--- config.mk ---
export PLATFORM = sky130hd
export DESIGN_NAME = uaf_top
export DESIGN_NICKNAME = d
export VERILOG_FILES = /design/src/uaf_pkg.sv /design/src/uaf_top.sv /design/src/uaf_fifo.sv
export VERILOG_INCLUDE_DIRS = /design/src /design/src/src
export SDC_FILE = /design/constraint.sdc
export NUM_CORES = 1
export LEC_CHECK = 0
export BUFFER_PORTS_ARGS = -buffer_cell sky130_fd_sc_hd__buf_2
export CORE_AREA = 2 2 191 193
export DETAILED_ROUTE_END_ITERATION = 12
export DIE_AREA = 0 0 193 195
export MAX_ROUTING_LAYER = met4
export PLACE_DENSITY = 0.82
export REMOVE_ABC_BUFFERS = 1
export SYNTH_ARGS = -nofsm -noshare
export SYNTH_HDL_FRONTEND = slang
export SYNTH_SLANG_ARGS = --single-unit
--- constraint.sdc ---
create_clock -name i_clock -period 7.1 [get_ports i_clock]
set_input_delay 0.71 -clock i_clock [delete_from_list [all_inputs] [get_ports i_clock]]
set_output_delay 0.71 -clock i_clock [all_outputs]
set_load 0.05 [all_outputs]
--- src/uaf_map.svh ---
// Purpose: register offsets, field positions, reset values and counts
// Assumes: 8-bit register port with 3-bit address
// Notes: definitions only
`ifndef UAF_MAP_SVH
`define UAF_MAP_SVH
// ****************************************
// Register offsets
// ****************************************
`define UAF_ADDR_DATA 3'h0
`define UAF_ADDR_LINE_CTRL 3'h1
`define UAF_ADDR_FIFO_CTRL 3'h2
`define UAF_ADDR_MODEM_CTRL 3'h3
`define UAF_ADDR_LINE_STAT 3'h4
`define UAF_ADDR_MODEM_STAT 3'h5
`define UAF_ADDR_DIV_LO 3'h6
`define UAF_ADDR_DIV_HI 3'h7
// ****************************************
// Field positions
// ****************************************
`define UAF_LCR_PAR_EN 3
`define UAF_LCR_PAR_EVEN 4
`define UAF_FCR_EN 0
`define UAF_FCR_RX_CLR 1
`define UAF_FCR_TX_CLR 2
`define UAF_MCR_RTS 1
`define UAF_MCR_AFE 5
// ****************************************
// Reset values and counts
// ****************************************
`define UAF_LCR_RST 8'h03
`define UAF_FCR_RST 8'h00
`define UAF_MCR_RST 8'h00
`define UAF_DIV_RST 16'h0001
`define UAF_FCR_KEEP 8'hc1
`define UAF_FIFO_DEPTH 16
`define UAF_TICK_LAST 4'hf
`define UAF_TICK_HALF 4'h7
`define UAF_DATA_BIT_BASE 3'h4
`define UAF_TRIG_1 5'h01
`define UAF_TRIG_4 5'h04
`define UAF_TRIG_8 5'h08
`define UAF_TRIG_14 5'h0e
`endif

--- src/uaf_pkg.sv ---
// Purpose: shared types of the autoflow serial element
// Assumes: nothing
// Notes: constants live in uaf_map.svh
package uaf_pkg;
	// Receive FIFO entry: three error bits beside the byte
	typedef struct packed {
		logic brk;
		logic frame;
		logic par;
		logic [7:0] data;
	} uaf_rx_entry_s;

	typedef enum logic [2:0] {
		tx_idle,
		tx_start,
		tx_data,
		tx_par,
		tx_stop
	} uaf_tx_state_e;

	typedef enum logic [2:0] {
		rx_idle,
		rx_start,
		rx_data,
		rx_par,
		rx_stop
	} uaf_rx_state_e;
endpackage

--- src/uaf_top.sv ---
// Purpose: serial element with 16-entry FIFOs and automatic RTS/CTS flow
// Assumes: register port on i_clock, serial pins asynchronous
// Notes: receiver samples on the internal 16x tick
`timescale 1ns/1ps
`include "uaf_map.svh"

// Summary of operation
// - With auto-CTS, no byte starts unless CTS is active.
// - Auto-RTS levels 1/4/8: RTS released when fill reaches trigger.
// - After release the sender may finish one byte; receiver keeps it.
// - Levels 1/4/8: RTS returns only once receive FIFO is empty.
// - Level 14: release RTS at first data bit of sixteenth byte.
// - Level 14: RTS returns once the FIFO has room again.
// - One free slot suffices only when no byte is arriving.
// - With receive FIFO full, the first data read returns RTS.
// - Auto-CTS: CTS is sampled before each new byte.
// - CTS dropped mid-byte: current byte finishes, next is held.
// - CTS held active: bytes leave back to back.
// - CTS active again: queued bytes resume.
// - Under autoflow, CTS changes raise no host event.
// - Without auto-CTS, transmitter ignores CTS.
// - Autoflow enable plus RTS bit give full auto RTS and CTS.
// - Autoflow enable with RTS bit clear gives auto-CTS only.
// - Receive trigger levels 1, 4, 8 and 14 bytes.
// - Sixteen-entry FIFOs; receive entries hold three error bits.
// - Autoflow only in FIFO mode; reset gives character mode.
// - 16-bit divisor 1 to 65535 makes the 16x tick.
// - Character length 5, 6, 7 or 8 data bits.
// - 16x tick is driven out on a pin.
module uaf_top #(
	parameter int DEPTH = `UAF_FIFO_DEPTH
) (
	input wire logic i_clock,
	input wire logic i_resetn,
	input wire logic [2:0] i_addr,
	input wire logic [7:0] i_wdata,
	input wire logic i_write,
	input wire logic i_read,
	output logic [7:0] o_rdata,
	input wire logic i_serial_input_line,
	output logic o_serial_output,
	input wire logic i_cts_n,
	output logic o_rts_n,
	output logic o_baud_clock_out,
	output logic o_transmit_dma_request,
	output logic o_receive_dma_request
);
	localparam int CW = $clog2(DEPTH) + 1;
	logic [7:0] lcr_reg;
	logic [7:0] fcr_reg;
	logic [7:0] mcr_reg;
	logic [15:0] div_reg;
	logic [15:0] baud_cnt_reg;
	logic baud_out_reg;
	logic [7:0] rdata_reg;
	logic cts_meta_reg, cts_sync_reg, cts_prev_reg, delta_cts_reg;
	logic sin_meta_reg, sin_sync_reg;
	logic overrun_reg, hold_reg, block14_reg;
	uaf_pkg::uaf_tx_state_e tx_state_reg;
	uaf_pkg::uaf_rx_state_e rx_state_reg;
	logic [3:0] tx_tick_reg, rx_tick_reg;
	logic [2:0] tx_bit_reg, rx_bit_reg;
	logic [7:0] tx_shift_reg, rx_shift_reg;
	logic tx_par_reg, tx_out_reg, rx_par_reg, rx_perr_reg;
	logic fifo_en, auto_cts, auto_rts, lvl14, tick, cts_active;
	logic [15:0] div_eff;
	logic [2:0] last_bit;
	logic [CW-1:0] limit, trig_val, rx_count, tx_count;
	logic tx_valid, tx_ready, tx_push, tx_pop, tx_load, tx_bit_end, tx_clear;
	logic rx_valid, rx_ready, rx_push, rx_pop, rx_mid, rx_first_bit, rx_clear;
	logic [7:0] tx_head;
	uaf_pkg::uaf_rx_entry_s rx_entry, rx_head;
	logic fcr_wr, rts_release;

	// ****************************************
	// Control decode
	// ****************************************
	assign fifo_en = fcr_reg[`UAF_FCR_EN];
	assign auto_cts = fifo_en && mcr_reg[`UAF_MCR_AFE];
	assign auto_rts = auto_cts && mcr_reg[`UAF_MCR_RTS];
	assign lvl14 = fcr_reg[7:6] == 2'h3;
	assign limit = fifo_en ? CW'(DEPTH) : CW'(1);
	assign last_bit = `UAF_DATA_BIT_BASE + {1'b0, lcr_reg[1:0]};
	assign fcr_wr = i_write && i_addr == `UAF_ADDR_FIFO_CTRL;
	assign tx_clear = fcr_wr && (i_wdata[`UAF_FCR_TX_CLR] || i_wdata[`UAF_FCR_EN] != fifo_en);
	assign rx_clear = fcr_wr && (i_wdata[`UAF_FCR_RX_CLR] || i_wdata[`UAF_FCR_EN] != fifo_en);

	// Receive trigger level
	always_comb begin
		case (fcr_reg[7:6])
			2'h0: trig_val = CW'(`UAF_TRIG_1);
			2'h1: trig_val = CW'(`UAF_TRIG_4);
			2'h2: trig_val = CW'(`UAF_TRIG_8);
			default: trig_val = CW'(`UAF_TRIG_14);
		endcase
	end

	// Software-written control registers
	always_ff @(posedge i_clock or negedge i_resetn) begin
		if (!i_resetn) begin
			lcr_reg <= `UAF_LCR_RST;
			fcr_reg <= `UAF_FCR_RST;
			mcr_reg <= `UAF_MCR_RST;
			div_reg <= `UAF_DIV_RST;
		end else if (i_write) begin
			case (i_addr)
				`UAF_ADDR_LINE_CTRL: lcr_reg <= i_wdata;
				`UAF_ADDR_FIFO_CTRL: fcr_reg <= i_wdata & `UAF_FCR_KEEP;
				`UAF_ADDR_MODEM_CTRL: mcr_reg <= i_wdata;
				`UAF_ADDR_DIV_LO: div_reg[7:0] <= i_wdata;
				`UAF_ADDR_DIV_HI: div_reg[15:8] <= i_wdata;
				default: ;
			endcase
		end
	end

	// ****************************************
	// Baud generator
	// ****************************************
	assign div_eff = (div_reg == 16'h0000) ? 16'h0001 : div_reg;
	assign tick = baud_cnt_reg >= div_eff - 16'h0001;
	assign o_baud_clock_out = baud_out_reg;

	// Divider and 16x pin
	always_ff @(posedge i_clock or negedge i_resetn) begin
		if (!i_resetn) begin
			baud_cnt_reg <= 16'h0000;
			baud_out_reg <= 1'b0;
		end else begin
			baud_cnt_reg <= tick ? 16'h0000 : baud_cnt_reg + 16'h0001;
			baud_out_reg <= tick;
		end
	end

	// ****************************************
	// Pin synchronisers and CTS change flag
	// ****************************************
	assign cts_active = !cts_sync_reg;

	always_ff @(posedge i_clock or negedge i_resetn) begin
		if (!i_resetn) begin
			cts_meta_reg <= 1'b1;
			cts_sync_reg <= 1'b1;
			cts_prev_reg <= 1'b1;
			sin_meta_reg <= 1'b1;
			sin_sync_reg <= 1'b1;
		end else begin
			cts_meta_reg <= i_cts_n;
			cts_sync_reg <= cts_meta_reg;
			cts_prev_reg <= cts_sync_reg;
			sin_meta_reg <= i_serial_input_line;
			sin_sync_reg <= sin_meta_reg;
		end
	end

	// Change flag, suppressed under autoflow; set wins over read clear
	always_ff @(posedge i_clock or negedge i_resetn) begin
		if (!i_resetn) begin
			delta_cts_reg <= 1'b0;
		end else if (cts_sync_reg != cts_prev_reg && !auto_cts) begin
			delta_cts_reg <= 1'b1;
		end else if (i_read && i_addr == `UAF_ADDR_MODEM_STAT) begin
			delta_cts_reg <= 1'b0;
		end
	end

	// ****************************************
	// FIFOs
	// ****************************************
	assign tx_push = i_write && i_addr == `UAF_ADDR_DATA;
	assign rx_pop = i_read && i_addr == `UAF_ADDR_DATA && rx_valid;

	uaf_fifo #(.W(8), .DEPTH(DEPTH), .CW(CW)) u_tx_fifo (
		.i_clock(i_clock),
		.i_resetn(i_resetn),
		.i_clear(tx_clear),
		.i_limit(limit),
		.i_push_valid(tx_push),
		.i_push_data(i_wdata),
		.o_push_ready(tx_ready),
		.i_pop(tx_pop),
		.o_pop_valid(tx_valid),
		.o_pop_data(tx_head),
		.o_count(tx_count)
	);

	uaf_fifo #(.W(11), .DEPTH(DEPTH), .CW(CW)) u_rx_fifo (
		.i_clock(i_clock),
		.i_resetn(i_resetn),
		.i_clear(rx_clear),
		.i_limit(limit),
		.i_push_valid(rx_push),
		.i_push_data(rx_entry),
		.o_push_ready(rx_ready),
		.i_pop(rx_pop),
		.o_pop_valid(rx_valid),
		.o_pop_data(rx_head),
		.o_count(rx_count)
	);

	// DMA request levels
	assign o_transmit_dma_request = fifo_en ? (tx_count == '0) : !tx_valid;
	assign o_receive_dma_request = fifo_en ? (rx_count >= trig_val) : rx_valid;

	// ****************************************
	// Transmitter
	// ****************************************
	assign tx_bit_end = tick && tx_tick_reg == `UAF_TICK_LAST;
	// CTS checked before each byte only; without auto-CTS it is ignored
	assign tx_load = tx_valid && (!auto_cts || cts_active);
	assign tx_pop = tx_load && (tx_state_reg == uaf_pkg::tx_idle
		|| (tx_state_reg == uaf_pkg::tx_stop && tx_bit_end));
	assign o_serial_output = tx_out_reg;

	// Frame sequencer
	always_ff @(posedge i_clock or negedge i_resetn) begin
		if (!i_resetn) begin
			tx_state_reg <= uaf_pkg::tx_idle;
			tx_tick_reg <= 4'h0;
			tx_bit_reg <= 3'h0;
			tx_shift_reg <= 8'h00;
			tx_par_reg <= 1'b0;
		end else begin
			if (tick) begin
				tx_tick_reg <= tx_tick_reg + 4'h1;
			end
			case (tx_state_reg)
				uaf_pkg::tx_idle: begin
					tx_tick_reg <= 4'h0;
					if (tx_pop) begin
						tx_state_reg <= uaf_pkg::tx_start;
					end
				end
				uaf_pkg::tx_start: begin
					if (tx_bit_end) begin
						tx_state_reg <= uaf_pkg::tx_data;
						tx_bit_reg <= 3'h0;
					end
				end
				uaf_pkg::tx_data: begin
					if (tx_bit_end) begin
						tx_shift_reg <= {1'b0, tx_shift_reg[7:1]};
						tx_par_reg <= tx_par_reg ^ tx_shift_reg[0];
						tx_bit_reg <= tx_bit_reg + 3'h1;
						if (tx_bit_reg == last_bit) begin
							tx_state_reg <= lcr_reg[`UAF_LCR_PAR_EN] ? uaf_pkg::tx_par
								: uaf_pkg::tx_stop;
						end
					end
				end
				uaf_pkg::tx_par: begin
					if (tx_bit_end) begin
						tx_state_reg <= uaf_pkg::tx_stop;
					end
				end
				uaf_pkg::tx_stop: begin
					// Byte in progress always completes its stop bit
					if (tx_bit_end) begin
						tx_state_reg <= tx_pop ? uaf_pkg::tx_start : uaf_pkg::tx_idle;
					end
				end
				default: tx_state_reg <= uaf_pkg::tx_idle;
			endcase
			if (tx_pop) begin
				tx_shift_reg <= tx_head;
				tx_par_reg <= !lcr_reg[`UAF_LCR_PAR_EVEN];
			end
		end
	end

	// Line driver
	always_ff @(posedge i_clock or negedge i_resetn) begin
		if (!i_resetn) begin
			tx_out_reg <= 1'b1;
		end else begin
			case (tx_state_reg)
				uaf_pkg::tx_start: tx_out_reg <= 1'b0;
				uaf_pkg::tx_data: tx_out_reg <= tx_shift_reg[0];
				uaf_pkg::tx_par: tx_out_reg <= tx_par_reg;
				default: tx_out_reg <= 1'b1;
			endcase
		end
	end

	// ****************************************
	// Receiver
	// ****************************************
	assign rx_mid = tick && rx_tick_reg == `UAF_TICK_LAST;
	assign rx_first_bit = rx_state_reg == uaf_pkg::rx_data && rx_mid && rx_bit_reg == 3'h0;
	assign rx_push = rx_state_reg == uaf_pkg::rx_stop && rx_mid;
	assign rx_entry = '{brk: rx_shift_reg == 8'h00 && !sin_sync_reg,
		frame: !sin_sync_reg, par: rx_perr_reg, data: rx_shift_reg};

	// Frame sampler with false-start rejection
	always_ff @(posedge i_clock or negedge i_resetn) begin
		if (!i_resetn) begin
			rx_state_reg <= uaf_pkg::rx_idle;
			rx_tick_reg <= 4'h0;
			rx_bit_reg <= 3'h0;
			rx_shift_reg <= 8'h00;
			rx_par_reg <= 1'b0;
			rx_perr_reg <= 1'b0;
		end else begin
			if (tick) begin
				rx_tick_reg <= rx_tick_reg + 4'h1;
			end
			case (rx_state_reg)
				uaf_pkg::rx_idle: begin
					rx_tick_reg <= 4'h0;
					if (!sin_sync_reg) begin
						rx_state_reg <= uaf_pkg::rx_start;
					end
				end
				uaf_pkg::rx_start: begin
					if (tick && rx_tick_reg == `UAF_TICK_HALF) begin
						rx_tick_reg <= 4'h0;
						rx_bit_reg <= 3'h0;
						rx_shift_reg <= 8'h00;
						rx_perr_reg <= 1'b0;
						rx_par_reg <= !lcr_reg[`UAF_LCR_PAR_EVEN];
						rx_state_reg <= sin_sync_reg ? uaf_pkg::rx_idle : uaf_pkg::rx_data;
					end
				end
				uaf_pkg::rx_data: begin
					if (rx_mid) begin
						rx_shift_reg[rx_bit_reg] <= sin_sync_reg;
						rx_par_reg <= rx_par_reg ^ sin_sync_reg;
						rx_bit_reg <= rx_bit_reg + 3'h1;
						if (rx_bit_reg == last_bit) begin
							rx_state_reg <= lcr_reg[`UAF_LCR_PAR_EN] ? uaf_pkg::rx_par
								: uaf_pkg::rx_stop;
						end
					end
				end
				uaf_pkg::rx_par: begin
					if (rx_mid) begin
						rx_perr_reg <= rx_par_reg ^ sin_sync_reg;
						rx_state_reg <= uaf_pkg::rx_stop;
					end
				end
				uaf_pkg::rx_stop: begin
					if (rx_mid) begin
						rx_state_reg <= uaf_pkg::rx_idle;
					end
				end
				default: rx_state_reg <= uaf_pkg::rx_idle;
			endcase
		end
	end

	// Overrun flag; set wins over the status read
	always_ff @(posedge i_clock or negedge i_resetn) begin
		if (!i_resetn) begin
			overrun_reg <= 1'b0;
		end else if (rx_push && !rx_ready) begin
			overrun_reg <= 1'b1;
		end else if (i_read && i_addr == `UAF_ADDR_LINE_STAT) begin
			overrun_reg <= 1'b0;
		end
	end

	// ****************************************
	// Automatic RTS
	// ****************************************
	// Levels 1/4/8: latch release at trigger, drop it only when empty
	always_ff @(posedge i_clock or negedge i_resetn) begin
		if (!i_resetn) begin
			hold_reg <= 1'b0;
		end else if (rx_clear) begin
			hold_reg <= 1'b0;
		end else if (rx_count >= trig_val) begin
			hold_reg <= 1'b1;
		end else if (rx_count == '0) begin
			hold_reg <= 1'b0;
		end
	end

	// Level 14: release at first data bit of the byte that would fill
	always_ff @(posedge i_clock or negedge i_resetn) begin
		if (!i_resetn) begin
			block14_reg <= 1'b0;
		end else if (rx_clear) begin
			block14_reg <= 1'b0;
		end else if (rx_first_bit && rx_count == CW'(DEPTH - 1) && !rx_pop) begin
			block14_reg <= 1'b1;
		end else if (rx_pop) begin
			block14_reg <= 1'b0;
		end else if (rx_count == CW'(DEPTH)) begin
			block14_reg <= 1'b1;
		end
	end

	assign rts_release = auto_rts && (lvl14 ? block14_reg : hold_reg);
	assign o_rts_n = !(mcr_reg[`UAF_MCR_RTS] && !rts_release);

	// ****************************************
	// Read port
	// ****************************************
	assign o_rdata = rdata_reg;

	always_ff @(posedge i_clock or negedge i_resetn) begin
		if (!i_resetn) begin
			rdata_reg <= 8'h00;
		end else if (i_read) begin
			case (i_addr)
				`UAF_ADDR_DATA: rdata_reg <= rx_valid ? rx_head.data : 8'h00;
				`UAF_ADDR_LINE_CTRL: rdata_reg <= lcr_reg;
				`UAF_ADDR_FIFO_CTRL: rdata_reg <= fcr_reg;
				`UAF_ADDR_MODEM_CTRL: rdata_reg <= mcr_reg;
				`UAF_ADDR_LINE_STAT: rdata_reg <= {1'b0, !tx_valid && tx_state_reg == uaf_pkg::tx_idle,
					!tx_valid, rx_valid && rx_head.brk, rx_valid && rx_head.frame,
					rx_valid && rx_head.par, overrun_reg, rx_valid};
				`UAF_ADDR_MODEM_STAT: rdata_reg <= {3'h0, cts_active, 3'h0, delta_cts_reg};
				`UAF_ADDR_DIV_LO: rdata_reg <= div_reg[7:0];
				default: rdata_reg <= div_reg[15:8];
			endcase
		end
	end

	// ****************************************
	// Assertions
	// ****************************************
	property p_cts_gate;
		@(posedge i_clock) disable iff (!i_resetn)
		$rose(tx_state_reg == uaf_pkg::tx_start) |-> $past(!auto_cts || cts_active);
	endproperty
	a_cts_gate: assert property (p_cts_gate) else $error("byte started with CTS inactive");

	property p_rts_trig;
		@(posedge i_clock) disable iff (!i_resetn)
		(auto_rts && !lvl14 && rx_count >= trig_val && !i_write) |=> o_rts_n;
	endproperty
	a_rts_trig: assert property (p_rts_trig) else $error("RTS kept at trigger level");

	property p_rts_hold;
		@(posedge i_clock) disable iff (!i_resetn)
		(auto_rts && !lvl14 && o_rts_n && rx_count != '0 && !i_write) |=> o_rts_n;
	endproperty
	a_rts_hold: assert property (p_rts_hold) else $error("RTS returned before empty");

	property p_rts_empty;
		@(posedge i_clock) disable iff (!i_resetn)
		(auto_rts && !lvl14 && rx_count == '0 && !i_write) |=> !o_rts_n;
	endproperty
	a_rts_empty: assert property (p_rts_empty) else $error("RTS not returned on empty");

	property p_rts14_stop;
		@(posedge i_clock) disable iff (!i_resetn)
		(auto_rts && lvl14 && rx_first_bit && rx_count == CW'(DEPTH - 1) && !rx_pop
			&& !i_write) |=> o_rts_n;
	endproperty
	a_rts14_stop: assert property (p_rts14_stop) else $error("RTS kept at 16th byte");

	property p_rts14_room;
		@(posedge i_clock) disable iff (!i_resetn)
		(auto_rts && lvl14 && rx_count < CW'(DEPTH - 1)) |-> !o_rts_n;
	endproperty
	a_rts14_room: assert property (p_rts14_room) else $error("RTS released with room");

	property p_rts14_full_read;
		@(posedge i_clock) disable iff (!i_resetn)
		(auto_rts && lvl14 && rx_count == CW'(DEPTH) && rx_pop && !i_write) |=> !o_rts_n;
	endproperty
	a_rts14_full_read: assert property (p_rts14_full_read) else $error("full read kept RTS");

	property p_stop_hold;
		@(posedge i_clock) disable iff (!i_resetn)
		(tx_state_reg == uaf_pkg::tx_stop && tx_bit_end && auto_cts && !cts_active)
			|=> tx_state_reg == uaf_pkg::tx_idle;
	endproperty
	a_stop_hold: assert property (p_stop_hold) else $error("next byte sent with CTS off");

	property p_back_to_back;
		@(posedge i_clock) disable iff (!i_resetn)
		(tx_state_reg == uaf_pkg::tx_stop && tx_bit_end && tx_valid && (!auto_cts || cts_active))
			|=> tx_state_reg == uaf_pkg::tx_start ##1 !o_serial_output;
	endproperty
	a_back_to_back: assert property (p_back_to_back) else $error("gap between bytes");

	property p_no_delta;
		@(posedge i_clock) disable iff (!i_resetn)
		(auto_cts && !delta_cts_reg && !i_write) |=> !delta_cts_reg;
	endproperty
	a_no_delta: assert property (p_no_delta) else $error("CTS change flagged under autoflow");

	property p_rts_manual;
		@(posedge i_clock) disable iff (!i_resetn)
		!mcr_reg[`UAF_MCR_AFE] |-> o_rts_n == !mcr_reg[`UAF_MCR_RTS];
	endproperty
	a_rts_manual: assert property (p_rts_manual) else $error("RTS not following bit");
endmodule

--- src/uaf_fifo.sv ---
// Purpose: flop-based FIFO with a run-time fill limit
// Assumes: DEPTH is a power of two
// Notes: a limit of 1 gives single-character holding behaviour
`timescale 1ns/1ps
module uaf_fifo #(
	parameter int W = 8,
	parameter int DEPTH = 16,
	parameter int CW = $clog2(DEPTH) + 1
) (
	input wire logic i_clock,
	input wire logic i_resetn,
	input wire logic i_clear,
	input wire logic [CW-1:0] i_limit,
	input wire logic i_push_valid,
	input wire logic [W-1:0] i_push_data,
	output logic o_push_ready,
	input wire logic i_pop,
	output logic o_pop_valid,
	output logic [W-1:0] o_pop_data,
	output logic [CW-1:0] o_count
);
	localparam int AW = $clog2(DEPTH);
	logic [W-1:0] mem_reg [DEPTH];
	logic [AW-1:0] wr_ptr_reg;
	logic [AW-1:0] rd_ptr_reg;
	logic [CW-1:0] count_reg;
	logic do_push;
	logic do_pop;

	// Handshake terms
	assign o_push_ready = count_reg < i_limit;
	assign o_pop_valid = count_reg != '0;
	assign do_push = i_push_valid && o_push_ready;
	assign do_pop = i_pop && o_pop_valid;
	assign o_pop_data = mem_reg[rd_ptr_reg];
	assign o_count = count_reg;

	// Storage
	always_ff @(posedge i_clock) begin
		if (do_push) begin
			mem_reg[wr_ptr_reg] <= i_push_data;
		end
	end

	// Pointers and fill count
	always_ff @(posedge i_clock or negedge i_resetn) begin
		if (!i_resetn) begin
			wr_ptr_reg <= '0;
			rd_ptr_reg <= '0;
			count_reg <= '0;
		end else if (i_clear) begin
			wr_ptr_reg <= '0;
			rd_ptr_reg <= '0;
			count_reg <= '0;
		end else begin
			if (do_push) begin
				wr_ptr_reg <= wr_ptr_reg + AW'(1);
			end
			if (do_pop) begin
				rd_ptr_reg <= rd_ptr_reg + AW'(1);
			end
			count_reg <= count_reg + CW'(do_push) - CW'(do_pop);
		end
	end
endmodule

# Word level (Yosys, flattened, before mapping)
# Memory sizes are Yosys's and may differ from the RTL's.
# Cells that the tools add are included.
word_totals:
  word_cells: 263
  ff_bits: 135
  mem_bits_rw: 304
  latchBits: 0
  inputBits: 17
  rom_bits: 0
  mem_count: 2
  out_inout_bits: 13
classes:
  n_addsub: 15
  n_mul: 0
  muxes: 80
  bitwise: 2
  reduce_logical: 84
  n_eq_ne: 39
  magnitude_cmp: 6
  shift: 0
  div: 0
memory_table:
  columns: ["name", "depth", "width", "rd", "rd_ports_with_merged_regs", "write_ports", "line", "text"]
  rows:
  - ["u_rx_fifo.mem_reg", 16, 11, 1, 0, 1, "uaf_fifo.sv:23", "logic [W-1:0] mem_reg [DEPTH];"]
  - ["u_tx_fifo.mem_reg", 16, 8, 1, 0, 1, "uaf_fifo.sv:23", null]
op_table:
  columns: ["op", "count"]
  rows:
  - ["case mux 8 bit (7 select lines)", 1]
  - ["two-way mux 3 bit", 17]
  - ["two-way mux 4 bit", 12]
  - ["two-way mux 8 bit", 6]
  - ["logical AND 1 bit", 35]
  - ["two-way mux 16 bit", 2]
  - ["case mux 3 bit (5 select lines)", 2]
  - ["two-way mux 1 bit", 26]
  - ["adder 4 x 1 -> 4 bit, second input constant", 6]
  - ["nonzero test 2 bit", 12]
  - ["inequality test 2 bit, second input constant", 11]
  - ["== test 3 x 2 -> 1 bit, second input constant", 6]
  - ["== test 3 bit, second input constant", 6]
  - ["adder 16 x 1 -> 16 bit, second input constant", 1]
  - ["greater-or-equal comparator 16 bit", 1]
  - ["logical NOT 16 bit", 1]
  - ["case mux 8 bit (2 select lines)", 1]
  - ["subtractor 16 x 1 -> 16 bit, second input constant", 1]
  - ["two-way mux 5 bit", 3]
  - ["logical NOT 3 bit", 4]
  - ["case mux 3 bit (2 select lines)", 2]
  - ["case mux 4 bit (3 select lines)", 1]
  - ["AND reduction 2 bit", 6]
  - ["AND reduction 6 bit", 2]
  - ["34 further kinds", 61]

# Depth between registers and ports, before layout
logic_depth:
  ltp_word: 11
  mapped_depth: 28
  ltp_nobuf: 28

# By module
# Synthesis repeated with hierarchy kept, for this count alone.
unflattened:
  cells_unflattened: 1367
  area_unflattened_um2: 19856.5
by_module_without_submodules:
  columns: ["module", "area_per_inst_um2", "seq_area_each_um2", "instances", "cells_per_inst"]
  rows:
  - ["uaf_fifo at u_rx_fifo", 7708.6, 5610.4, 1, 399]
  - ["uaf_top", 6140.9, 2738.9, 1, 641]
  - ["uaf_fifo at u_tx_fifo", 6007.0, 4169.0, 1, 327]

# Least setup slack after synthesis
# Ideal clock, no wire load.
synth_path:
  path_type: "reg2reg"
  start: "register div_reg[9]"
  end: "register u_tx_fifo.count_reg[4], in the netlist u_tx_fifo.o_count[4]"
  setup_time_ns: 0.078
  n_path_buf: 0
  path_stages_with_launch: 29
  required_time_ns: 7.022
  period_less_slack_ns: 5.016
  slack_ns: 2.084
  arrival_ns: 4.938
  path_cell_list: "dfrtp_1 -> nor4_1 -> nand2_1 -> nor4b_1 -> a21oi_1 -> ha_1 -> nand2_1 -> or3_1 -> or3_1 -> nor3_1 -> xnor2_1 -> ha_1 -> and2_1 -> nand4_1 -> o211ai_1 -> a2111o_1 -> a31oi_2 -> nand2b_1 -> inv_1 -> ha_1 -> inv_1 -> ha_1 -> inv_1 -> fa_1 -> nor2_1 -> nor2_1 -> nor2_1 -> or3_1 -> a21oi_1"
synth_via:
  elab_chain_cells: 11
synth_rtl:
  columns: ["element", "line", "text"]
  rows:
  - ["start, declared", "uaf_top.sv:52", "logic [15:0] div_reg;"]
  - ["start signal, assigned", "uaf_top.sv:104", "div_reg <= `UAF_DIV_RST;"]
  - ["start signal, assigned", "uaf_top.sv:111", "`UAF_ADDR_DIV_HI: div_reg[15:8] <= i_wdata;"]
  - ["logical NOT 16 bit", "uaf_top.sv:120", "assign div_eff = (div_reg == 16'h0000) ? 16'h0001 : div_reg;"]
  - ["two-way mux 16 bit (*)", "uaf_top.sv:120", null]
  - ["subtractor 16 x 1 -> 16 bit (*)", "uaf_top.sv:121", "assign tick = baud_cnt_reg >= div_eff - 16'h0001;"]
  - ["greater-or-equal comparator 16 bit (*)", "uaf_top.sv:121", null]
  - ["logical AND 1 bit (no line) (*)", null, null]
  - ["logical AND 1 bit (*)", "uaf_top.sv:212", "|| (tx_state_reg == uaf_pkg::tx_stop && tx_bit_end));"]
  - ["logical OR 1 bit (*)", "uaf_top.sv:212", null]
  - ["logical AND 1 bit (*)", "uaf_top.sv:211", "assign tx_pop = tx_load && (tx_state_reg == uaf_pkg::tx_idle"]
  - ["logical AND 1 bit (*)", "uaf_fifo.sv:34", "assign do_pop = i_pop && o_pop_valid;"]
  - ["subtractor 5 x 1 -> 5 bit (*)", "uaf_fifo.sv:62", "count_reg <= count_reg + CW'(do_push) - CW'(do_pop);"]
  - ["two-way mux 5 bit (*)", "uaf_fifo.sv:51", "end else if (i_clear) begin"]
  - ["end signal, assigned", "uaf_fifo.sv:62", null]
  - ["end, declared", "uaf_fifo.sv:26", "logic [CW-1:0] count_reg;"]
# Mark *: on every way between the ends. The rest lies on a longest branch, timed or not.
# A chain may end at the register's enable or synchronous reset.

# Worst setup path after layout
layout_path:
  start: "register div_reg[8]"
  end: "register u_tx_fifo.count_reg[4], in the netlist u_tx_fifo.o_count[4]"
# Same word-level chain as after synthesis.

==> impl_results.md <==
- DRC errors left: 0
- Synth Flop Type: edfxtp_1
- Endpoints failing hold: 0
- Clk pwr share: 33.0%
- Final Slew Violations: 0
- CTS tree: done
- Placement Setup Slack: 946 ps
- Layout Nets: 1357
- Final GP Congestion: 0.836
- Max Fanout on Critical Path: 14
- Class of the worst hold path: in -> async
- WP data required: 7580 ps
- Power Density: 318 nW/um2
- Critical path's slowest cell: a31oi_2
- CTS HTree Levels: 2
- Ys async rst share: 30.8%
- Filler cell count: 2572
- Site Rows: 69
- Wire per inst: 23.5 um
- Share of post-route cells with drive strength above 1: 18.5%
- Setup crit start kind: flop
- Inst Count DP: 1697
- Most frequent cells in the layout: edfxtp_1 (304), dfrtp_1 (123), mux4_2 (95)
- Final instance area: 21300 um2
- Post-route ant nets: 0
- Cell variety after synth: 68
- Max reg flops: 176
- Final WS setup: 850 ps
- Seq cells post-synth: 439
- Root buf cell: clkbuf_16
- Power, Total: 6.78 mW
- Register area: 12500 um2
- Num CTS Buffers: 44
- CP peak stage delay: 520 ps
- Die Span Y: 195 um
- Yosys warns: 0
- Crit Path Category: reg -> reg
- Via density: 6.18
- I/O Buffers: 29
- Fin crit share: 88.0%
- 1st-iter DRT viols: 947
- Worst slew pin tran: 1150 ps
- Post-Syn Instances: 1256
- Cell Count, Final, Fillers Out: 1778
- Peak supply drop: 244 uV
- Leak: 7.34 nW
- Synth Area per Inst: 15.4 um2
- Area of the multi-input gates: 6450 um2
- I/O pin count: 30
- Setup-failing EPs final: 0
- Worst Setup End Kind: flop
- Post-CTS Resized: 0
- Worst-case clock buffer depth: 3
- Hold-fix buffers, CTS: 0
- Clk_skew: 23.4 ps
- N_diodes: 0
- Postcts setup bufs: 0
- Area Overhead vs Synth: 9.95%
- Total gr overflow: 0
- Largest delay contributor family on the critical path: simple AND/OR/NAND/NOR gates
- Antenna violations before repair: 0
- Post-DP HPWL: 27100 um
- Starting density of the core: 54.8%
- Sequential share of power: 46.7%
- RSZ-0062 raised after global routing: no
- DP Area: 19900 um2
- Final TNS setup: 0 ps
- Sequential fraction of the synthesis area: 64.6%
- WHS: 117 ps
- Overall global routing resource usage: 23.6%
- Net Switching: 1.92 mW
- Die X: 193 um
- Net Sw Frac: 28.3%
- Clock-pin slew on the worst setup and hold paths: 60 ps
- Combinational fraction of design power: 20.3%
- Most frequent CP cell: ha_1
- Most common cell after layout, fill and taps aside: edfxtp_1
- Netlist Area Pre-Place: 19400 um2
- Util after Layout: 60.2%
- Vias in the first global route: 11088
- Clk_lat worst skew: 570 ps
- Final WL: 41800 um
- Minimum clock period: 6250 ps
- Post-synth EDFFs: 304
- Worst Path Arrival: 6730 ps
- Largest net degree at the start of global routing: 80
- Die area: 37600 um2
- Max-cap violations: 0
- CP Buf/Inv Count: 3
- Vias: 10986
- Worst slew margin relative to its limit: 23.1%
- Internal: 4.86 mW
- Outcome: finished clean
- TritonRoute pass-1 iters: 5
- First-pass GRT wire length: 65100 um
- Clk sinks: 439
- Max Clk Rate: 0.160 GHz
- Core area: 35400 um2
cells by family (layout without fill, tap and decap cells):
kind of cell,Yosys count,in the layout,synth area share [%]
AO/OA/AOI/OAI,146,146,4.90
XOR/XNOR,52,52,2.35
adder cells (fa/ha/maj),58,58,3.82
buffers and inverters,106,167,2.24
flip-flops,439,439,64.6
multiplexers,147,147,13.9
AND/OR/NAND/NOR,308,308,8.20
path summary, 6_finish.rpt:
kind | start | end | slack, ps | cells after the start
setup / recovery | div_reg[8] | u_tx_fifo.o_count[4] | 850 | 28
hold / removal | i_resetn | rx_shift_reg[3] | 120 | 1
setup reg to reg | div_reg[8] | u_tx_fifo.o_count[4] | 850 | 28
hold reg to reg | sin_meta_reg | sin_sync_reg | 360 | 0
max in group asynchronous | i_resetn | u_rx_fifo.rd_ptr_reg[1] | 5500 | 2
min in group i_clock | i_cts_n | cts_meta_reg | 240 | 1
final cells by class:
| cell class | instances | area share [%] |
|---|---|---|
| Clock buffer | 64 | 5.71 |
| Multi-Input combinational cell | 711 | 30.3 |
| Tap cell | 461 | 2.71 |
| Timing Repair Buffer | 35 | 0.922 |
| Sequential cell | 439 | 58.7 |
| Inverter | 51 | 0.898 |
| Clock inverter | 17 | 0.763 |
cell usage after synthesis (all sizes together), types with 3 or more instances:
library cell  number  area share, %
a31oi              5           0.19
a31o               4           0.18
nor3              18           0.46
o31ai              6           0.23
mux2              32            1.9
nor3b              5           0.19
or4b               3           0.15
a211oi             4           0.18
or4                8           0.31
ha                56            3.6
mux4              95             11
nor4               9           0.32
a22oi              7           0.27
inv               51           0.99
a21o               6           0.23
xnor2             25            1.1
nor2b              7           0.23
nor2              80            1.5
dfrtp            126             16
a2111oi            3           0.17
o311ai             3           0.14
dfstp              9            1.2
and3              12           0.39
mux2i             20            1.0
buf               19           0.56
o21ai             35           0.90
edfxtp           304             47
nor4b              3           0.14
o22ai              8           0.26
a21oi             42            1.1
xor2              27            1.2
nand3b             4           0.15
nand2             59            1.1
and2              40            1.3
or3                9           0.29
clkbuf            36           0.70
nand4             14           0.45
nand3             27           0.75
o221ai             4           0.18
nand2b             7           0.23
per-layer routing:
| metal | up-vias | GRT usage, % | wire length, um |
|---|---|---|---|
| met4 | 0 | 10.9 | 1870 |
| met1 | 5596 | 30.1 | 16700 |
| met2 | 414 | 37.3 | 20800 |
| li1 | 4875 | - | - |
| met3 | 101 | 3.92 | 2420 |
| met5 | - | - | 0 |
power groups by stage:
stage	registers (mW)	logic, mW	clock network (mW)
2_1_floorplan	3.25	0.911	0
3_3_place_gp	3.20	1.34	0
3_5_place_dp	3.21	1.38	0
4_1_cts	3.16	1.40	2.28
5_1_grt	3.19	1.52	2.38
6_report	3.16	1.38	2.24
(Power assumes the default switching activity.)
